File: src/verilog/ntsc_defs.svh
// Constants of the timer and squelch control block
//----------------------------------------------------------------------
//----------------------------------------------------------------------
`ifndef NTSC_DEFS_SVH
`define NTSC_DEFS_SVH

// Register indices, byte address is four times the index
`define NTSC_IDX_SQT 6'h0F
`define NTSC_IDX_CTRL 6'h12
`define NTSC_IDX_GPT_HI 6'h13
`define NTSC_IDX_GPT_LO 6'h14
`define NTSC_IDX_RSVD 6'h15
`define NTSC_IDX_STATUS 6'h20
`define NTSC_IDX_CMD 6'h21
`define NTSC_IDX_AGC 6'h22

// Reset values
`define NTSC_RST_SQT 8'h00
`define NTSC_RST_CTRL 8'h00
`define NTSC_RST_GPT 8'h00

// Control field positions
`define NTSC_TRIG_HI 7
`define NTSC_TRIG_LO 5
`define NTSC_MRT_STEP_BIT 3
`define NTSC_NRT_COMPLY_BIT 1
`define NTSC_NRT_STEP_BIT 0
`define NTSC_CMD_GPT_BIT 0
`define NTSC_CTRL_MASK 8'hEB

// Trigger codes
`define NTSC_TRIG_NONE 3'h0
`define NTSC_TRIG_RXE 3'h1
`define NTSC_TRIG_RXS 3'h2
`define NTSC_TRIG_TXE 3'h3

// Step sizes in carrier periods
`define NTSC_DIV_GPT 13'h0008
`define NTSC_DIV_64 13'h0040
`define NTSC_DIV_512 13'h0200
`define NTSC_DIV_4096 13'h1000

// Squelch own-timer threshold
`define NTSC_SQT_MIN 8'h05

// Squelch delay after end of transmission
`define NTSC_SQ_DLY_NS 20000
`define NTSC_CLK_NS 50
`define NTSC_SQ_DLY_CYC ((`NTSC_SQ_DLY_NS + `NTSC_CLK_NS - 1) / `NTSC_CLK_NS)

// Bus answers
`define NTSC_RESP_OKAY 2'h0
`define NTSC_RESP_DECERR 2'h3

`endif

File: src/verilog/ntsc_pkg.sv
// Types of the timer and squelch control block
package ntsc_pkg;
  typedef enum logic [1:0] {SQ_IDLE, SQ_WAIT, SQ_ON} ntsc_sq_state_type;
endpackage

File: src/verilog/ntsc_cnt_if.sv
// Interface between the control logic and one step counter
`timescale 1ns/100ps
interface ntsc_cnt_if;
  logic start;
  logic stop;
  logic [15:0] load;
  logic [12:0] div;
  logic tick;
  logic busy;
  logic done;
  modport ctl (output start, stop, load, div, tick, input busy, done);
  modport cnt (input start, stop, load, div, tick, output busy, done);
endinterface

File: src/verilog/ntsc_timer_ctrl.sv
// Timer, mask, no-response and squelch control with AXI4-Lite registers
`timescale 1ns/100ps
`include "ntsc_defs.svh"
module ntsc_timer_ctrl
  import ntsc_pkg::*;
(
  // Clock and reset
  input wire logic mclk,
  input wire logic nrst,
  // AXI4-Lite write address
  input wire logic [7:0] s_axi_awaddr,
  input wire logic s_axi_awvalid,
  output logic s_axi_awready,
  // AXI4-Lite write data
  input wire logic [31:0] s_axi_wdata,
  input wire logic [3:0] s_axi_wstrb,
  input wire logic s_axi_wvalid,
  output logic s_axi_wready,
  // AXI4-Lite write response
  output logic [1:0] s_axi_bresp,
  output logic s_axi_bvalid,
  input wire logic s_axi_bready,
  // AXI4-Lite read address
  input wire logic [7:0] s_axi_araddr,
  input wire logic s_axi_arvalid,
  output logic s_axi_arready,
  // AXI4-Lite read data
  output logic [31:0] s_axi_rdata,
  output logic [1:0] s_axi_rresp,
  output logic s_axi_rvalid,
  input wire logic s_axi_rready,
  // Framing events and carrier time base, one-cycle pulses
  input wire logic carrier_tick,
  input wire logic rx_start,
  input wire logic rx_end,
  input wire logic tx_end,
  // Settings held elsewhere in the register bank
  input wire logic [7:0] mask_time,
  input wire logic [15:0] noresp_time,
  // Receiver gain reduction level
  input wire logic [7:0] gain_level,
  // Timer results
  output logic gpt_expired,
  output logic noresp_expired,
  output logic rx_masked,
  output logic squelch_on,
  output logic gain_lock,
  output logic [7:0] agc_start_gain
);
  //--------------------------------------------------------------------
  // Registers
  //--------------------------------------------------------------------
  logic [7:0] sqt_r;
  logic [7:0] ctrl_r;
  logic [7:0] gpt_hi_r;
  logic [7:0] gpt_lo_r;
  logic [7:0] agc_r;
  logic gpt_cmd_r;

  logic aw_held_r;
  logic [7:0] awaddr_r;
  logic w_held_r;
  logic [31:0] wdata_r;
  logic [3:0] wstrb_r;
  logic bvalid_r;
  logic [1:0] bresp_r;
  logic rvalid_r;
  logic [31:0] rdata_r;
  logic [1:0] rresp_r;

  logic wr_go;
  logic [5:0] wr_idx;
  logic wr_ok;
  logic [5:0] rd_idx;
  logic [7:0] rd_byte;
  logic rd_ok;

  logic [2:0] trig_sel;
  logic hw_trig;
  logic sq_own;
  logic sq_own_r;
  ntsc_sq_state_type sq_state_r;
  logic [8:0] dly_r;
  logic sq_end;
  logic [7:0] status;

  ntsc_cnt_if gpt_if ();
  ntsc_cnt_if mrt_if ();
  ntsc_cnt_if sqt_if ();
  ntsc_cnt_if nrt_if ();

  //--------------------------------------------------------------------
  // AXI4-Lite write channel
  //--------------------------------------------------------------------
  // Address and data are taken in either order, held until both arrive
  assign s_axi_awready = !aw_held_r && !bvalid_r;
  assign s_axi_wready = !w_held_r && !bvalid_r;
  assign s_axi_bvalid = bvalid_r;
  assign s_axi_bresp = bresp_r;
  assign wr_go = aw_held_r && w_held_r && !bvalid_r;
  assign wr_idx = awaddr_r[7:2];

  // Decode of writable and readable indices
  always_comb
  begin
    case (wr_idx)
      `NTSC_IDX_SQT, `NTSC_IDX_CTRL, `NTSC_IDX_GPT_HI, `NTSC_IDX_GPT_LO,
      `NTSC_IDX_RSVD, `NTSC_IDX_STATUS, `NTSC_IDX_CMD, `NTSC_IDX_AGC:
        wr_ok = 1'b1;
      default:
        wr_ok = 1'b0;
    endcase
  end

  // Address holding
  always_ff @(posedge mclk or negedge nrst)
  begin
    if (!nrst)
    begin
      aw_held_r <= 1'b0;
      awaddr_r <= 8'h00;
    end
    else if (s_axi_awvalid && s_axi_awready)
    begin
      aw_held_r <= 1'b1;
      awaddr_r <= s_axi_awaddr;
    end
    else if (wr_go)
      aw_held_r <= 1'b0;
  end

  // Data holding
  always_ff @(posedge mclk or negedge nrst)
  begin
    if (!nrst)
    begin
      w_held_r <= 1'b0;
      wdata_r <= 32'h00000000;
      wstrb_r <= 4'h0;
    end
    else if (s_axi_wvalid && s_axi_wready)
    begin
      w_held_r <= 1'b1;
      wdata_r <= s_axi_wdata;
      wstrb_r <= s_axi_wstrb;
    end
    else if (wr_go)
      w_held_r <= 1'b0;
  end

  // Response; unmapped addresses answer with a decode error
  always_ff @(posedge mclk or negedge nrst)
  begin
    if (!nrst)
    begin
      bvalid_r <= 1'b0;
      bresp_r <= `NTSC_RESP_OKAY;
    end
    else if (wr_go)
    begin
      bvalid_r <= 1'b1;
      bresp_r <= wr_ok ? `NTSC_RESP_OKAY : `NTSC_RESP_DECERR;
    end
    else if (s_axi_bready)
      bvalid_r <= 1'b0;
  end

  // Register file; only byte lane 0 carries data
  always_ff @(posedge mclk or negedge nrst)
  begin
    if (!nrst)
    begin
      sqt_r <= `NTSC_RST_SQT;
      ctrl_r <= `NTSC_RST_CTRL;
      gpt_hi_r <= `NTSC_RST_GPT;
      gpt_lo_r <= `NTSC_RST_GPT;
    end
    else if (wr_go && wstrb_r[0])
    begin
      case (wr_idx)
        `NTSC_IDX_SQT: sqt_r <= wdata_r[7:0];
        `NTSC_IDX_CTRL: ctrl_r <= wdata_r[7:0] & `NTSC_CTRL_MASK;
        `NTSC_IDX_GPT_HI: gpt_hi_r <= wdata_r[7:0];
        `NTSC_IDX_GPT_LO: gpt_lo_r <= wdata_r[7:0];
        default: ;
      endcase
    end
  end

  // Start command is a pulse, the register itself holds nothing
  always_ff @(posedge mclk or negedge nrst)
  begin
    if (!nrst)
      gpt_cmd_r <= 1'b0;
    else
      gpt_cmd_r <= wr_go && wstrb_r[0] && (wr_idx == `NTSC_IDX_CMD) &&
        wdata_r[`NTSC_CMD_GPT_BIT];
  end

  //--------------------------------------------------------------------
  // AXI4-Lite read channel
  //--------------------------------------------------------------------
  assign s_axi_arready = !rvalid_r;
  assign s_axi_rvalid = rvalid_r;
  assign s_axi_rdata = rdata_r;
  assign s_axi_rresp = rresp_r;
  assign rd_idx = s_axi_araddr[7:2];
  assign status = {4'h0, nrt_if.busy, squelch_on, rx_masked, gpt_if.busy};

  // Read mux; reserved and write-only slots read zero
  always_comb
  begin
    rd_byte = 8'h00;
    rd_ok = 1'b1;
    case (rd_idx)
      `NTSC_IDX_SQT: rd_byte = sqt_r;
      `NTSC_IDX_CTRL: rd_byte = ctrl_r;
      `NTSC_IDX_GPT_HI: rd_byte = gpt_hi_r;
      `NTSC_IDX_GPT_LO: rd_byte = gpt_lo_r;
      `NTSC_IDX_RSVD: rd_byte = 8'h00;
      `NTSC_IDX_STATUS: rd_byte = status;
      `NTSC_IDX_CMD: rd_byte = 8'h00;
      `NTSC_IDX_AGC: rd_byte = agc_r;
      default: rd_ok = 1'b0;
    endcase
  end

  // Read data registered, held until taken
  always_ff @(posedge mclk or negedge nrst)
  begin
    if (!nrst)
    begin
      rvalid_r <= 1'b0;
      rdata_r <= 32'h00000000;
      rresp_r <= `NTSC_RESP_OKAY;
    end
    else if (s_axi_arvalid && s_axi_arready)
    begin
      rvalid_r <= 1'b1;
      rdata_r <= {24'h000000, rd_byte};
      rresp_r <= rd_ok ? `NTSC_RESP_OKAY : `NTSC_RESP_DECERR;
    end
    else if (s_axi_rready)
      rvalid_r <= 1'b0;
  end

  //--------------------------------------------------------------------
  // General purpose timer
  //--------------------------------------------------------------------
  assign trig_sel = ctrl_r[`NTSC_TRIG_HI:`NTSC_TRIG_LO];

  // Hardware trigger by source select; reserved codes add nothing
  always_comb
  begin
    case (trig_sel)
      `NTSC_TRIG_NONE: hw_trig = 1'b0;
      `NTSC_TRIG_RXE: hw_trig = rx_end;
      `NTSC_TRIG_RXS: hw_trig = rx_start;
      `NTSC_TRIG_TXE: hw_trig = tx_end;
      default: hw_trig = 1'b0;
    endcase
  end

  assign gpt_if.start = gpt_cmd_r || hw_trig;
  assign gpt_if.stop = 1'b0;
  assign gpt_if.load = {gpt_hi_r, gpt_lo_r};
  assign gpt_if.div = `NTSC_DIV_GPT;
  assign gpt_if.tick = carrier_tick;
  assign gpt_expired = gpt_if.done;

  ntsc_stepcnt u_gpt (.mclk(mclk), .nrst(nrst), .c(gpt_if));

  //--------------------------------------------------------------------
  // Mask receive timer
  //--------------------------------------------------------------------
  assign mrt_if.start = tx_end;
  assign mrt_if.stop = 1'b0;
  assign mrt_if.load = {8'h00, mask_time};
  assign mrt_if.div = ctrl_r[`NTSC_MRT_STEP_BIT] ?
    `NTSC_DIV_512 : `NTSC_DIV_64;
  assign mrt_if.tick = carrier_tick;
  assign rx_masked = mrt_if.busy;

  ntsc_stepcnt u_mrt (.mclk(mclk), .nrst(nrst), .c(mrt_if));

  //--------------------------------------------------------------------
  // No-response timer
  //--------------------------------------------------------------------
  // Compliance mode keeps counting through a reception
  assign nrt_if.start = tx_end;
  assign nrt_if.stop = rx_start && !tx_end &&
    !ctrl_r[`NTSC_NRT_COMPLY_BIT];
  assign nrt_if.load = noresp_time;
  assign nrt_if.div = ctrl_r[`NTSC_NRT_STEP_BIT] ?
    `NTSC_DIV_4096 : `NTSC_DIV_64;
  assign nrt_if.tick = carrier_tick;
  assign noresp_expired = nrt_if.done;

  ntsc_stepcnt u_nrt (.mclk(mclk), .nrst(nrst), .c(nrt_if));

  //--------------------------------------------------------------------
  // Squelch
  //--------------------------------------------------------------------
  // Own duration only when above the floor and shorter than the mask
  assign sq_own = (sqt_r > `NTSC_SQT_MIN) && (sqt_r < mask_time);
  assign sqt_if.start = tx_end && sq_own;
  assign sqt_if.stop = 1'b0;
  assign sqt_if.load = {8'h00, sqt_r};
  assign sqt_if.div = mrt_if.div;
  assign sqt_if.tick = carrier_tick;

  ntsc_stepcnt u_sqt (.mclk(mclk), .nrst(nrst), .c(sqt_if));

  // Squelch ends when the chosen counter stops running
  assign sq_end = sq_own_r ? !sqt_if.busy : !mrt_if.busy;
  assign squelch_on = (sq_state_r == SQ_ON);

  // Squelch sequence; a new end of transmission always restarts it
  always_ff @(posedge mclk or negedge nrst)
  begin
    if (!nrst)
    begin
      sq_state_r <= SQ_IDLE;
      sq_own_r <= 1'b0;
      dly_r <= 9'h000;
    end
    else if (tx_end)
    begin
      sq_state_r <= SQ_WAIT;
      sq_own_r <= sq_own;
      dly_r <= 9'h000;
    end
    else
    begin
      case (sq_state_r)
        SQ_IDLE: ;
        SQ_WAIT:
        begin
          dly_r <= dly_r + 9'h001;
          if (dly_r == 9'(`NTSC_SQ_DLY_CYC - 1))
            sq_state_r <= sq_end ? SQ_IDLE : SQ_ON;
        end
        SQ_ON:
          if (sq_end)
            sq_state_r <= SQ_IDLE;
        default:
          sq_state_r <= SQ_IDLE;
      endcase
    end
  end

  // Gain frozen at an own-timer end becomes the AGC starting point
  always_ff @(posedge mclk or negedge nrst)
  begin
    if (!nrst)
    begin
      gain_lock <= 1'b0;
      agc_r <= 8'h00;
    end
    else
    begin
      gain_lock <= squelch_on && sq_own_r && sq_end && !tx_end;
      if (squelch_on && sq_own_r && sq_end && !tx_end)
        agc_r <= gain_level;
    end
  end

  assign agc_start_gain = agc_r;
endmodule

File: src/verilog/ntsc_stepcnt.sv
// Down counter of steps, each step a number of carrier ticks
`timescale 1ns/100ps
module ntsc_stepcnt
  import ntsc_pkg::*;
(
  // Clock and reset
  input wire logic mclk,
  input wire logic nrst,
  // Control side
  ntsc_cnt_if.cnt c
);
  logic [15:0] cnt_r;
  logic [12:0] pre_r;
  logic busy_r;
  logic done_r;
  logic step;

  // A step ends on the last carrier tick of the prescaler
  assign step = busy_r && c.tick && (pre_r == c.div - 13'h0001);
  assign c.busy = busy_r;
  assign c.done = done_r;

  // Step count; start reloads even while running
  always_ff @(posedge mclk or negedge nrst)
  begin
    if (!nrst)
    begin
      busy_r <= 1'b0;
      cnt_r <= 16'h0000;
    end
    else if (c.stop)
      busy_r <= 1'b0;
    else if (c.start)
    begin
      busy_r <= (c.load != 16'h0000);
      cnt_r <= c.load;
    end
    else if (step)
    begin
      if (cnt_r == 16'h0001)
        busy_r <= 1'b0;
      cnt_r <= cnt_r - 16'h0001;
    end
  end

  // Prescaler restarts with the count so the first step is whole
  always_ff @(posedge mclk or negedge nrst)
  begin
    if (!nrst)
      pre_r <= 13'h0000;
    else if (c.start)
      pre_r <= 13'h0000;
    else if (busy_r && c.tick)
      pre_r <= step ? 13'h0000 : pre_r + 13'h0001;
  end

  // One-cycle expiry pulse
  always_ff @(posedge mclk or negedge nrst)
  begin
    if (!nrst)
      done_r <= 1'b0;
    else
      done_r <= step && (cnt_r == 16'h0001) && !c.start && !c.stop;
  end
endmodule

File: config.mk
export PLATFORM = sky130hd
export DESIGN_NAME = ntsc_timer_ctrl
export DESIGN_NICKNAME = d
export VERILOG_FILES = /design/src/verilog/ntsc_pkg.sv /design/src/verilog/ntsc_cnt_if.sv /design/src/verilog/ntsc_timer_ctrl.sv /design/src/verilog/ntsc_stepcnt.sv
export VERILOG_INCLUDE_DIRS = /design/src /design/src/verilog
export SDC_FILE = /design/constraint.sdc
export NUM_CORES = 1
export LEC_CHECK = 0
export BUFFER_PORTS_ARGS = -buffer_cell sky130_fd_sc_hd__buf_2
export CORE_ASPECT_RATIO = 1.1
export CORE_MARGIN = 10
export CORE_UTILIZATION = 39
export DETAILED_ROUTE_END_ITERATION = 7
export GPL_TIMING_DRIVEN = 1
export HOLD_SLACK_MARGIN = 0.05
export PLACE_DENSITY = 0.6
export SLEW_MARGIN = 10
export SYNTH_ARGS = -nofsm -noshare
export SYNTH_HDL_FRONTEND = slang
export SYNTH_HIERARCHICAL = 1
export SYNTH_SLANG_ARGS = --single-unit
File: constraint.sdc
create_clock -name mclk -period 3.3 [get_ports mclk]
set_input_delay 0.33 -clock mclk [delete_from_list [all_inputs] [get_ports mclk]]
set_output_delay 0.33 -clock mclk [all_outputs]
set_load 0.01 [all_outputs]
-- Word level (Yosys, flattened, before mapping)
Cells that the tools add are included.
- input bits: 95
- logic and storage cells: 213
- bits in registers: 207
- output and inout port bits: 54
- add/subtract/negate cells: 11
- magnitude comparators: 2
- bitwise gates (word level): 1
- mux-type cells: 56
- reduce and logical (&&, ||, !) cells: 76
- eq/ne operators: 33
- operators by type and width (cell ; count):
    $mux 13 ; 13
    $mux 16 ; 8
    $eq 16x1->1 const B ; 4
    $reduce_bool 16->1 ; 4
    $sub 16x1->16 const B ; 4
    $add 13x1->13 const B ; 4
    $eq 6x5->1 const B ; 8
    $pmux 8 s6 ; 1
    $eq 13x13->1 ; 3
    $eq 6x6->1 const B ; 6
    $reduce_bool 2->1 ; 16
    $logic_and 1x1->1 ; 30
    $mux 1 ; 23
    $mux 9 ; 2
    $reduce_and 2->1 ; 9
    $reduce_or 8->1 ; 2
    $eq 13x3->1 const B ; 1
    $sub 13x1->13 const B ; 1
    $eq 6x4->1 const B ; 2
    $mux 2 ; 6
    $sub 10x1->11 const B ; 1
    $logic_not 1->1 ; 10
    $mux 10 ; 1
    $add 9x1->9 const B ; 1
    other kinds (17) ; 19

-- Longest topological paths before layout
Gate-level depths: netlist of run 1.
- depth after elaboration: 7
- gate-level depth with buffers: 12
- depth with buffers taken out: 11

-- By module
The synthesis of run 1 kept the hierarchy.
- by module, submodules not included (module ; area each (um^2) ; cells an instance ; instances ; seq. area each (um^2)):
    ntsc_stepcnt (u_mrt ...) ; 2573.7 ; 298 ; 3 ; 775.7
    ntsc_timer_ctrl ; 4050.1 ; 353 ; 1 ; 2026.9
    ntsc_stepcnt (u_gpt) ; 2441.1 ; 296 ; 1 ; 775.7

-- Least setup slack after synthesis of run 1
Ideal clock, no wire load.
- kind: register to register
- start: register ctrl_r[3]
- end: register u_mrt.busy_r, in the netlist u_mrt/c.busy
- required time: 3.180 ns
- setup slack: 0.113 ns
- path buffers: 1
- cell stages (with the launch flop): 10
- clock period less this slack: 3.187 ns
- library setup time: 0.120 ns
- arrival time: 3.066 ns
- cells stage by stage: dfrtp_1 > inv_1 > or3b_2 > or4_4 > a211oi_4 > o2111ai_4 > nor3_4 > buf_6 > nand2_2 > a41o_1
- word-level cells in the longest chain between the ends: 6
- ends and longest elaborated chain (what ; RTL line ; source):
    start: declaration ; ntsc_timer_ctrl.sv:54 ; logic [7:0] ctrl_r;
    start signal: assignment ; ntsc_timer_ctrl.sv:174 ; ctrl_r <= `NTSC_RST_CTRL;
    start signal: assignment ; ntsc_timer_ctrl.sv:182 ; `NTSC_IDX_CTRL: ctrl_r <= wdata_r[7:0] & `NTSC_CTRL_MASK;
    $mux 10 (no source line) ; n/a ;
    named net mrt_if.div[6] ; ntsc_cnt_if.sv:7 ; logic [12:0] div;
    $sub 10x1->11 ; ntsc_stepcnt.sv:19 ; assign step = busy_r && c.tick && (pre_r == c.div - 13'h0001);
    $eq 13x13->1 ; ntsc_stepcnt.sv:19 ;
    $logic_and 1x1->1 ; ntsc_stepcnt.sv:19 ;
    $reduce_bool 2->1 (no source line) ; n/a ;
    $reduce_and 2->1 (no source line) ; n/a ;
    end signal: assignment ; ntsc_stepcnt.sv:35 ; busy_r <= (c.load != 16'h0000);
    end: declaration ; ntsc_stepcnt.sv:14 ; logic busy_r;
The timed path passes the listed nets, and every way through them passes these cells.
A chain may end at the register's enable or synchronous reset.

-- Worst setup path after layout of run 1
- start: register ctrl_r[3]
- end: register u_sqt.cnt_r[11]
- word-level cells in the longest chain between the ends: 5
- ends and longest elaborated chain (what ; RTL line ; source):
    $mux 10 (no source line) ; n/a ;
    named net mrt_if.div[6] ; ntsc_cnt_if.sv:7 ;
    $sub 10x1->11 ; ntsc_stepcnt.sv:19 ;
    $eq 13x13->1 ; ntsc_stepcnt.sv:19 ;
    $logic_and 1x1->1 ; ntsc_stepcnt.sv:19 ;
    $reduce_bool 2->1 (no source line) ; n/a ;
    end signal: assignment ; ntsc_stepcnt.sv:36 ; cnt_r <= c.load;
    end signal: assignment ; ntsc_stepcnt.sv:42 ; cnt_r <= cnt_r - 16'h0001;
    end: declaration ; ntsc_stepcnt.sv:12 ; logic [15:0] cnt_r;
The timed path passes the listed nets, and every way through them passes these cells.

==> flow_metrics.tcl, run 1 <==
set metrics [dict create \
    dp_cells 2316 \
    stdcell_count 2378 \
    worstPathRequired_ns 3.71 \
    grt_max_degree 96 \
    avgSynthCellArea_um2 9.19 \
    drv_cap 0 \
    portBuffers 93 \
    switching_power_w 0.00323 \
    min_path_cells 2 \
    synth_cells 1539 \
    fin_setup_tns_ns 0 \
    numClockSinks 203 \
    grt-ovfl-total 0 \
    p_clk_frac 0.294 \
    yosys_warnings 6 \
    worstPathMaxFanout 13 \
    cts_resized 0 \
    fin_worst_skew_ns 0.0143 \
    wl_per_cell_um 15.7 \
    fillers 3529 \
    power_density_nw_per_um2 534 \
    min-delay-path-class "in -> reg" \
    num_rows 73 \
    cts_inserted_buffers 22 \
    slew_headroom 0.449 \
    cts_max_level 1 \
    seqPwrFrac 0.404 \
    crit_arrival_ns 3.46 \
    num_io_pins 149 \
    status "complete, no violations" \
    hold_violations 0 \
    grt_pass1_wl_mm 62.2 \
    layout-drive-gt1-share 0.170 \
    area_delta_synth_final_pct 19.3 \
    vdd_drop_max_mv 0.518 \
    vias_per_cell 5.18 \
    rsz0062_at_grt "no" \
    place_congestion 0.854 \
    die_height_um 220 \
    dr.pass1.iters 5 \
    grtUsageTotal 0.166 \
    setup_viol 0 \
    worstSetupPathType "reg -> reg" \
    fin_crit_ns 3.05 \
    antenna_found_initial 1 \
    synth_area_um2 14100 \
    p_int_w 0.00579 \
    crit_path_cell_trace "inv_1, or3b_2, or4_4, a211oi_4, o2111ai_4, nor3_4, buf_4, a311oi_1, a211oi_1" \
    sw_frac_of_total 0.358 \
    tightestPinTransition_ns 0.827 \
    hpwl_mm 27.5 \
    vias 12300 \
    clock_latency_ns 0.52 \
    grt_pass1_vias 12200 \
    final.period_utilization 0.923 \
    slowest_delay_ns 0.53 \
    die_area_um2 44300 \
    core_um2 36000 \
    cts_tree "built" \
    combPwrFrac 0.302 \
    finalWirelength_mm 37.4 \
    drc_errors 0 \
    drt_iter0_drc 606 \
    clockRootBuffer "clkbuf_16" \
    critPathLaunchType "flop" \
    critPathCaptureType "flop" \
    timing.fmax_ghz 0.328 \
    cp_slowest_cell "or3b_2" \
    power.leakage_nw 7.44 \
    die_w_um 202 \
    fin_util 0.469 \
    initial_core_util 0.393 \
    clock_path_buffers 3 \
    nets 1993 \
    clk_pin_slew_ns 0.07 \
    final_antenna_net_count 0 \
    ff2ff_path_depth 9 \
    slew_violations 0 \
]
## power groups by stage
stage          Combinational, W  Sequential, W  Clock [W]
2_1_floorplan           0.00207        0.00345          0
3_3_place_gp            0.00262        0.00367          0
3_5_place_dp            0.00268        0.00368          0
4_1_cts                 0.00271        0.00363    0.00272
5_1_grt                 0.00308        0.00372    0.00282
6_report                0.00272        0.00365    0.00265
## per-layer routing
metal	share of wire	global-route usage	vias to the layer above
met1	0.44	0.206	5906
met2	0.50	0.292	237
met5	0	0	-
met3	0.044	0.0248	54
li1	-	-	6122
met4	0.022	0.0526	0
## final cells by class
| class | count | area, um2 | share of cell area |
|---|---|---|---|
| antenna | 1 | 2.50 | 0.000148 |
| clock buffer | 27 | 621 | 0.0368 |
| clock inverter | 13 | 158 | 0.00934 |
| inverter | 56 | 210 | 0.0125 |
| multi-input combinational | 1443 | 9240 | 0.548 |
| sequential | 203 | 5080 | 0.301 |
| tap | 487 | 609 | 0.0361 |
| timing repair buffer | 148 | 953 | 0.0565 |
## repair_timing
item,4_1_cts,5_1_grt
endpoints found under the hold margin,110,0
hold buffers,21,0
setup buffers,0,0
## registers in the layout (all words and copies together), names as in the netlist, 9 cells and up
signal       count
u_nrt/cnt_r     16
u_gpt/pre_r     13
u_mrt/pre_r     13
u_gpt/cnt_r     16
u_nrt/pre_r     13
u_sqt/pre_r     13
dly_r            9
u_mrt/cnt_r     16
u_sqt/cnt_r     16
## per-stage QoR
step	hold slack, ns	power [W]	area (um2)	setup slack (ns)
finish	0.0616	0.00902	16900	0.253
detailed placement	0.436	0.00636	15900	0.251
global route	0.0509	0.00962	16900	0.0929
floorplan	0.0344	0.00553	15200	0.114
CTS	0.0502	0.00907	16900	0.246
global placement	0.429	0.00629	15900	0.366
## placed cells by master, fill, tap and decap left out, types with 10 or more instances in the layout
cell type,instances
conb_1,270
dfrtp_1,203
nor2_1,167
nand2_1,95
buf_2,92
a21oi_1,65
mux2_2,61
nor4_1,59
xnor2_1,58
inv_1,55
nand3_1,48
and3_1,43
xor2_1,42
o22ai_1,42
o21ai_0,36
buf_4,33
nor3_1,32
ha_1,24
or4_1,24
a31oi_1,23
mux2i_1,23
clkbuf_16,23
dlygate4sd3_1,21
nand3b_1,19
nand2b_1,16
nand4b_1,16
nand4_1,16
nor2b_1,14
a22oi_1,14
a311oi_1,13
a211oi_1,12
and4_1,11
and2_1,11
or2_2,11
or3_1,10
## critical path: cells and delay by family, from the launching register on
kind / cells / cell delay [ns]
AND/OR/NAND/NOR: 3 / 1.30
buffers and inverters: 2 / 0.32
AO/OA/AOI/OAI: 4 / 0.97
flip-flops: 1 / 0.34
## path summary, 6_finish.rpt
| kind | slack (ns) | to | startpoint |
|---|---|---|---|
| max | 0.25 | u_sqt/cnt_r[11] | ctrl_r[3] |
| min | 0.06 | agc_start_gain[6] | gain_level[6] |
| max reg2reg | 0.25 | u_sqt/cnt_r[11] | ctrl_r[3] |
| min reg2reg | 0.48 | s_axi_rdata[2] | s_axi_rdata[2] |
| max in group asynchronous | 2.07 | s_axi_bresp[0] | nrst |
| min in group asynchronous | 0.42 | u_gpt/c.done | nrst |
(Power assumes the default switching activity.)
==> run 2, diff against run 1 <==
Settings changed: CORE_MARGIN 10 to not set.
==> run 2 against run 1 <==
Against the previous run:
- die area is 16% lower
- largest cell class unchanged
- global-route usage grew 3.4 points
- combinational power about the same
- count of clock-buffer cells in the layout grew 3
- critical path type unchanged
- first-iteration DRC count grew 32%
- largest power group unchanged
- clock power up 3%
- register-to-register slack about the same
- clock skew grew 0.0012 ns
- flip-flop and latch count did not move
- design area grew 0.31%
- power increased by 0.58%
==> flow_metrics.tcl, run 2 (same netlist as run 1, synthesis figures left out) <==
set metrics [dict create \
    hpwl_mm 26.1 \
    switching_power_w 0.00321 \
    critPathLaunchType "flop" \
    die_w_um 184 \
    seqPwrFrac 0.403 \
    grt-ovfl-total 0 \
    crit_path_cell_trace "inv_1, or3b_2, or4_4, a211oi_4, o2111ai_4, nor3_4, buf_4, a311oi_1, a211oi_1" \
    power.leakage_nw 7.46 \
    setup_viol 0 \
    worstReg2RegEnd "u_sqt/cnt_r[13]" \
    power_density_nw_per_um2 536 \
    final_common_cell "conb_1" \
    grt_max_degree 96 \
    ff2ff_path_depth 9 \
    timing.fmax_ghz 0.328 \
    r2r-start "ctrl_r[3]" \
    final_antenna_net_count 0 \
    vdd_drop_max_mv 0.613 \
    nets 1998 \
    grt_pass1_vias 12200 \
    initial_core_util 0.400 \
    worstPathRequired_ns 3.73 \
    p_clk_frac 0.301 \
    tightestPinTransition_ns 0.800 \
    combPwrFrac 0.296 \
    wl_per_cell_um 15.2 \
    min-delay-path-class "in -> reg" \
    cts_inserted_buffers 23 \
    core_um2 35400 \
    slew_violations 0 \
    grtUsageTotal 0.200 \
    sw_frac_of_total 0.353 \
    num_io_pins 149 \
    area_delta_synth_final_pct 19.6 \
    clockRootBuffer "clkbuf_16" \
    critPathCaptureType "flop" \
    rsz0062_at_grt "no" \
    die_height_um 202 \
    slew_headroom 0.462 \
    antenna_found_initial 1 \
    hold_violations 0 \
    post-cts-setup-buffers 0 \
    fin_setup_tns_ns 0 \
    final.period_utilization 0.925 \
    fin_crit_ns 3.05 \
    status "complete, no violations" \
    drc_errors 0 \
    clock_path_buffers 3 \
    numClockSinks 203 \
    vias 12400 \
    cts_resized 0 \
    crit_path_end "u_sqt/cnt_r[13]" \
    num_rows 72 \
    portBuffers 93 \
    clk_pin_slew_ns 0.06 \
    slowest_delay_ns 0.53 \
    p_int_w 0.00587 \
    antennaDiodeCount 0 \
    die_area_um2 37000 \
    dr.pass1.iters 5 \
    place_congestion 0.825 \
    crit_arrival_ns 3.48 \
    drv_cap 0 \
    worstSetupPathType "reg -> reg" \
    layout-drive-gt1-share 0.168 \
    mostFrequentLayoutCells "270 x conb_1, 203 x dfrtp_1, 167 x nor2_1" \
    ff2ff_setup_slack_ns 0.25 \
    setup.worst_path.start "ctrl_r[3]" \
    cp_slowest_cell "or3b_2" \
    clock_latency_ns 0.53 \
    power_w 0.00907 \
    vias_per_cell 5.22 \
    grt_pass1_wl_mm 61.2 \
    cts_tree "built" \
    worstPathMaxFanout 10 \
    fin_worst_skew_ns 0.0155 \
    finalWirelength_mm 36.1 \
    hold_buffers 27 \
    cts_max_level 1 \
    drt_iter0_drc 801 \
]
[run 2: layer usage]
metal | part of all wire | GRT usage
met4 | 0.022 | 0.0557
met3 | 0.040 | 0.0225
met2 | 0.50 | 0.356
met1 | 0.44 | 0.255
met5 | 0 | 0
[run 2: worst min-delay path by stage]
stage | start | slack, ns | to | cells past startpoint
2_1_floorplan | nrst | 0.03 | agc_start_gain[0] | 0
3_3_place_gp | nrst | 0.34 | wdata_r[7] | 1
3_5_place_dp | nrst | 0.34 | wdata_r[6] | 1
4_1_cts | noresp_time[5] | 0.05 | u_nrt/cnt_r[5] | 3
5_1_grt | noresp_time[5] | 0.08 | u_nrt/cnt_r[5] | 3
6_report | noresp_time[5] | 0.07 | u_nrt/cnt_r[5] | 3
[run 2: per-stage QoR]
stage	cell area [um2]	hold slack [ns]	utilization	setup slack (ns)	cells
final	16900	0.0711	0.478	0.249	2376
after global routing	16900	0.0793	0.478	0.0624	2376
after CTS	16900	0.0512	0.478	0.230	2376
after detailed placement	15900	0.336	0.448	0.223	2308
after global placement	15900	0.335	0.448	0.292	2308
after floorplan	15200	0.0344	-	0.114	1807
[run 2: layout make-up]
| type | instances | area (um2) |
|---|---|---|
| Sequential cell | 203 | 5080 |
| Tap cell | 481 | 602 |
| Clock inverter | 11 | 165 |
| Fill cell | 3424 | 18500 |
| Inverter | 56 | 210 |
| Multi-Input combinational cell | 1443 | 9240 |
| Timing Repair Buffer | 152 | 997 |
| Clock buffer | 30 | 632 |
[run 2: power by group through the flow]
stage	registers, W	logic [W]	clock network (W)
5_1_grt	0.00374	0.00303	0.00291
2_1_floorplan	0.00345	0.00207	0
6_report	0.00366	0.00269	0.00273
3_3_place_gp	0.00367	0.00257	0
3_5_place_dp	0.00368	0.00264	0
4_1_cts	0.00364	0.00267	0.00282
[run 2: critical path, delay by kind of cell (launching register included)]
| family | cells | cell delay, ns |
|---|---|---|
| simple gates | 3 | 1.42 |
| compound gates | 4 | 0.89 |
| flops | 1 | 0.34 |
| buf+inv | 2 | 0.32 |
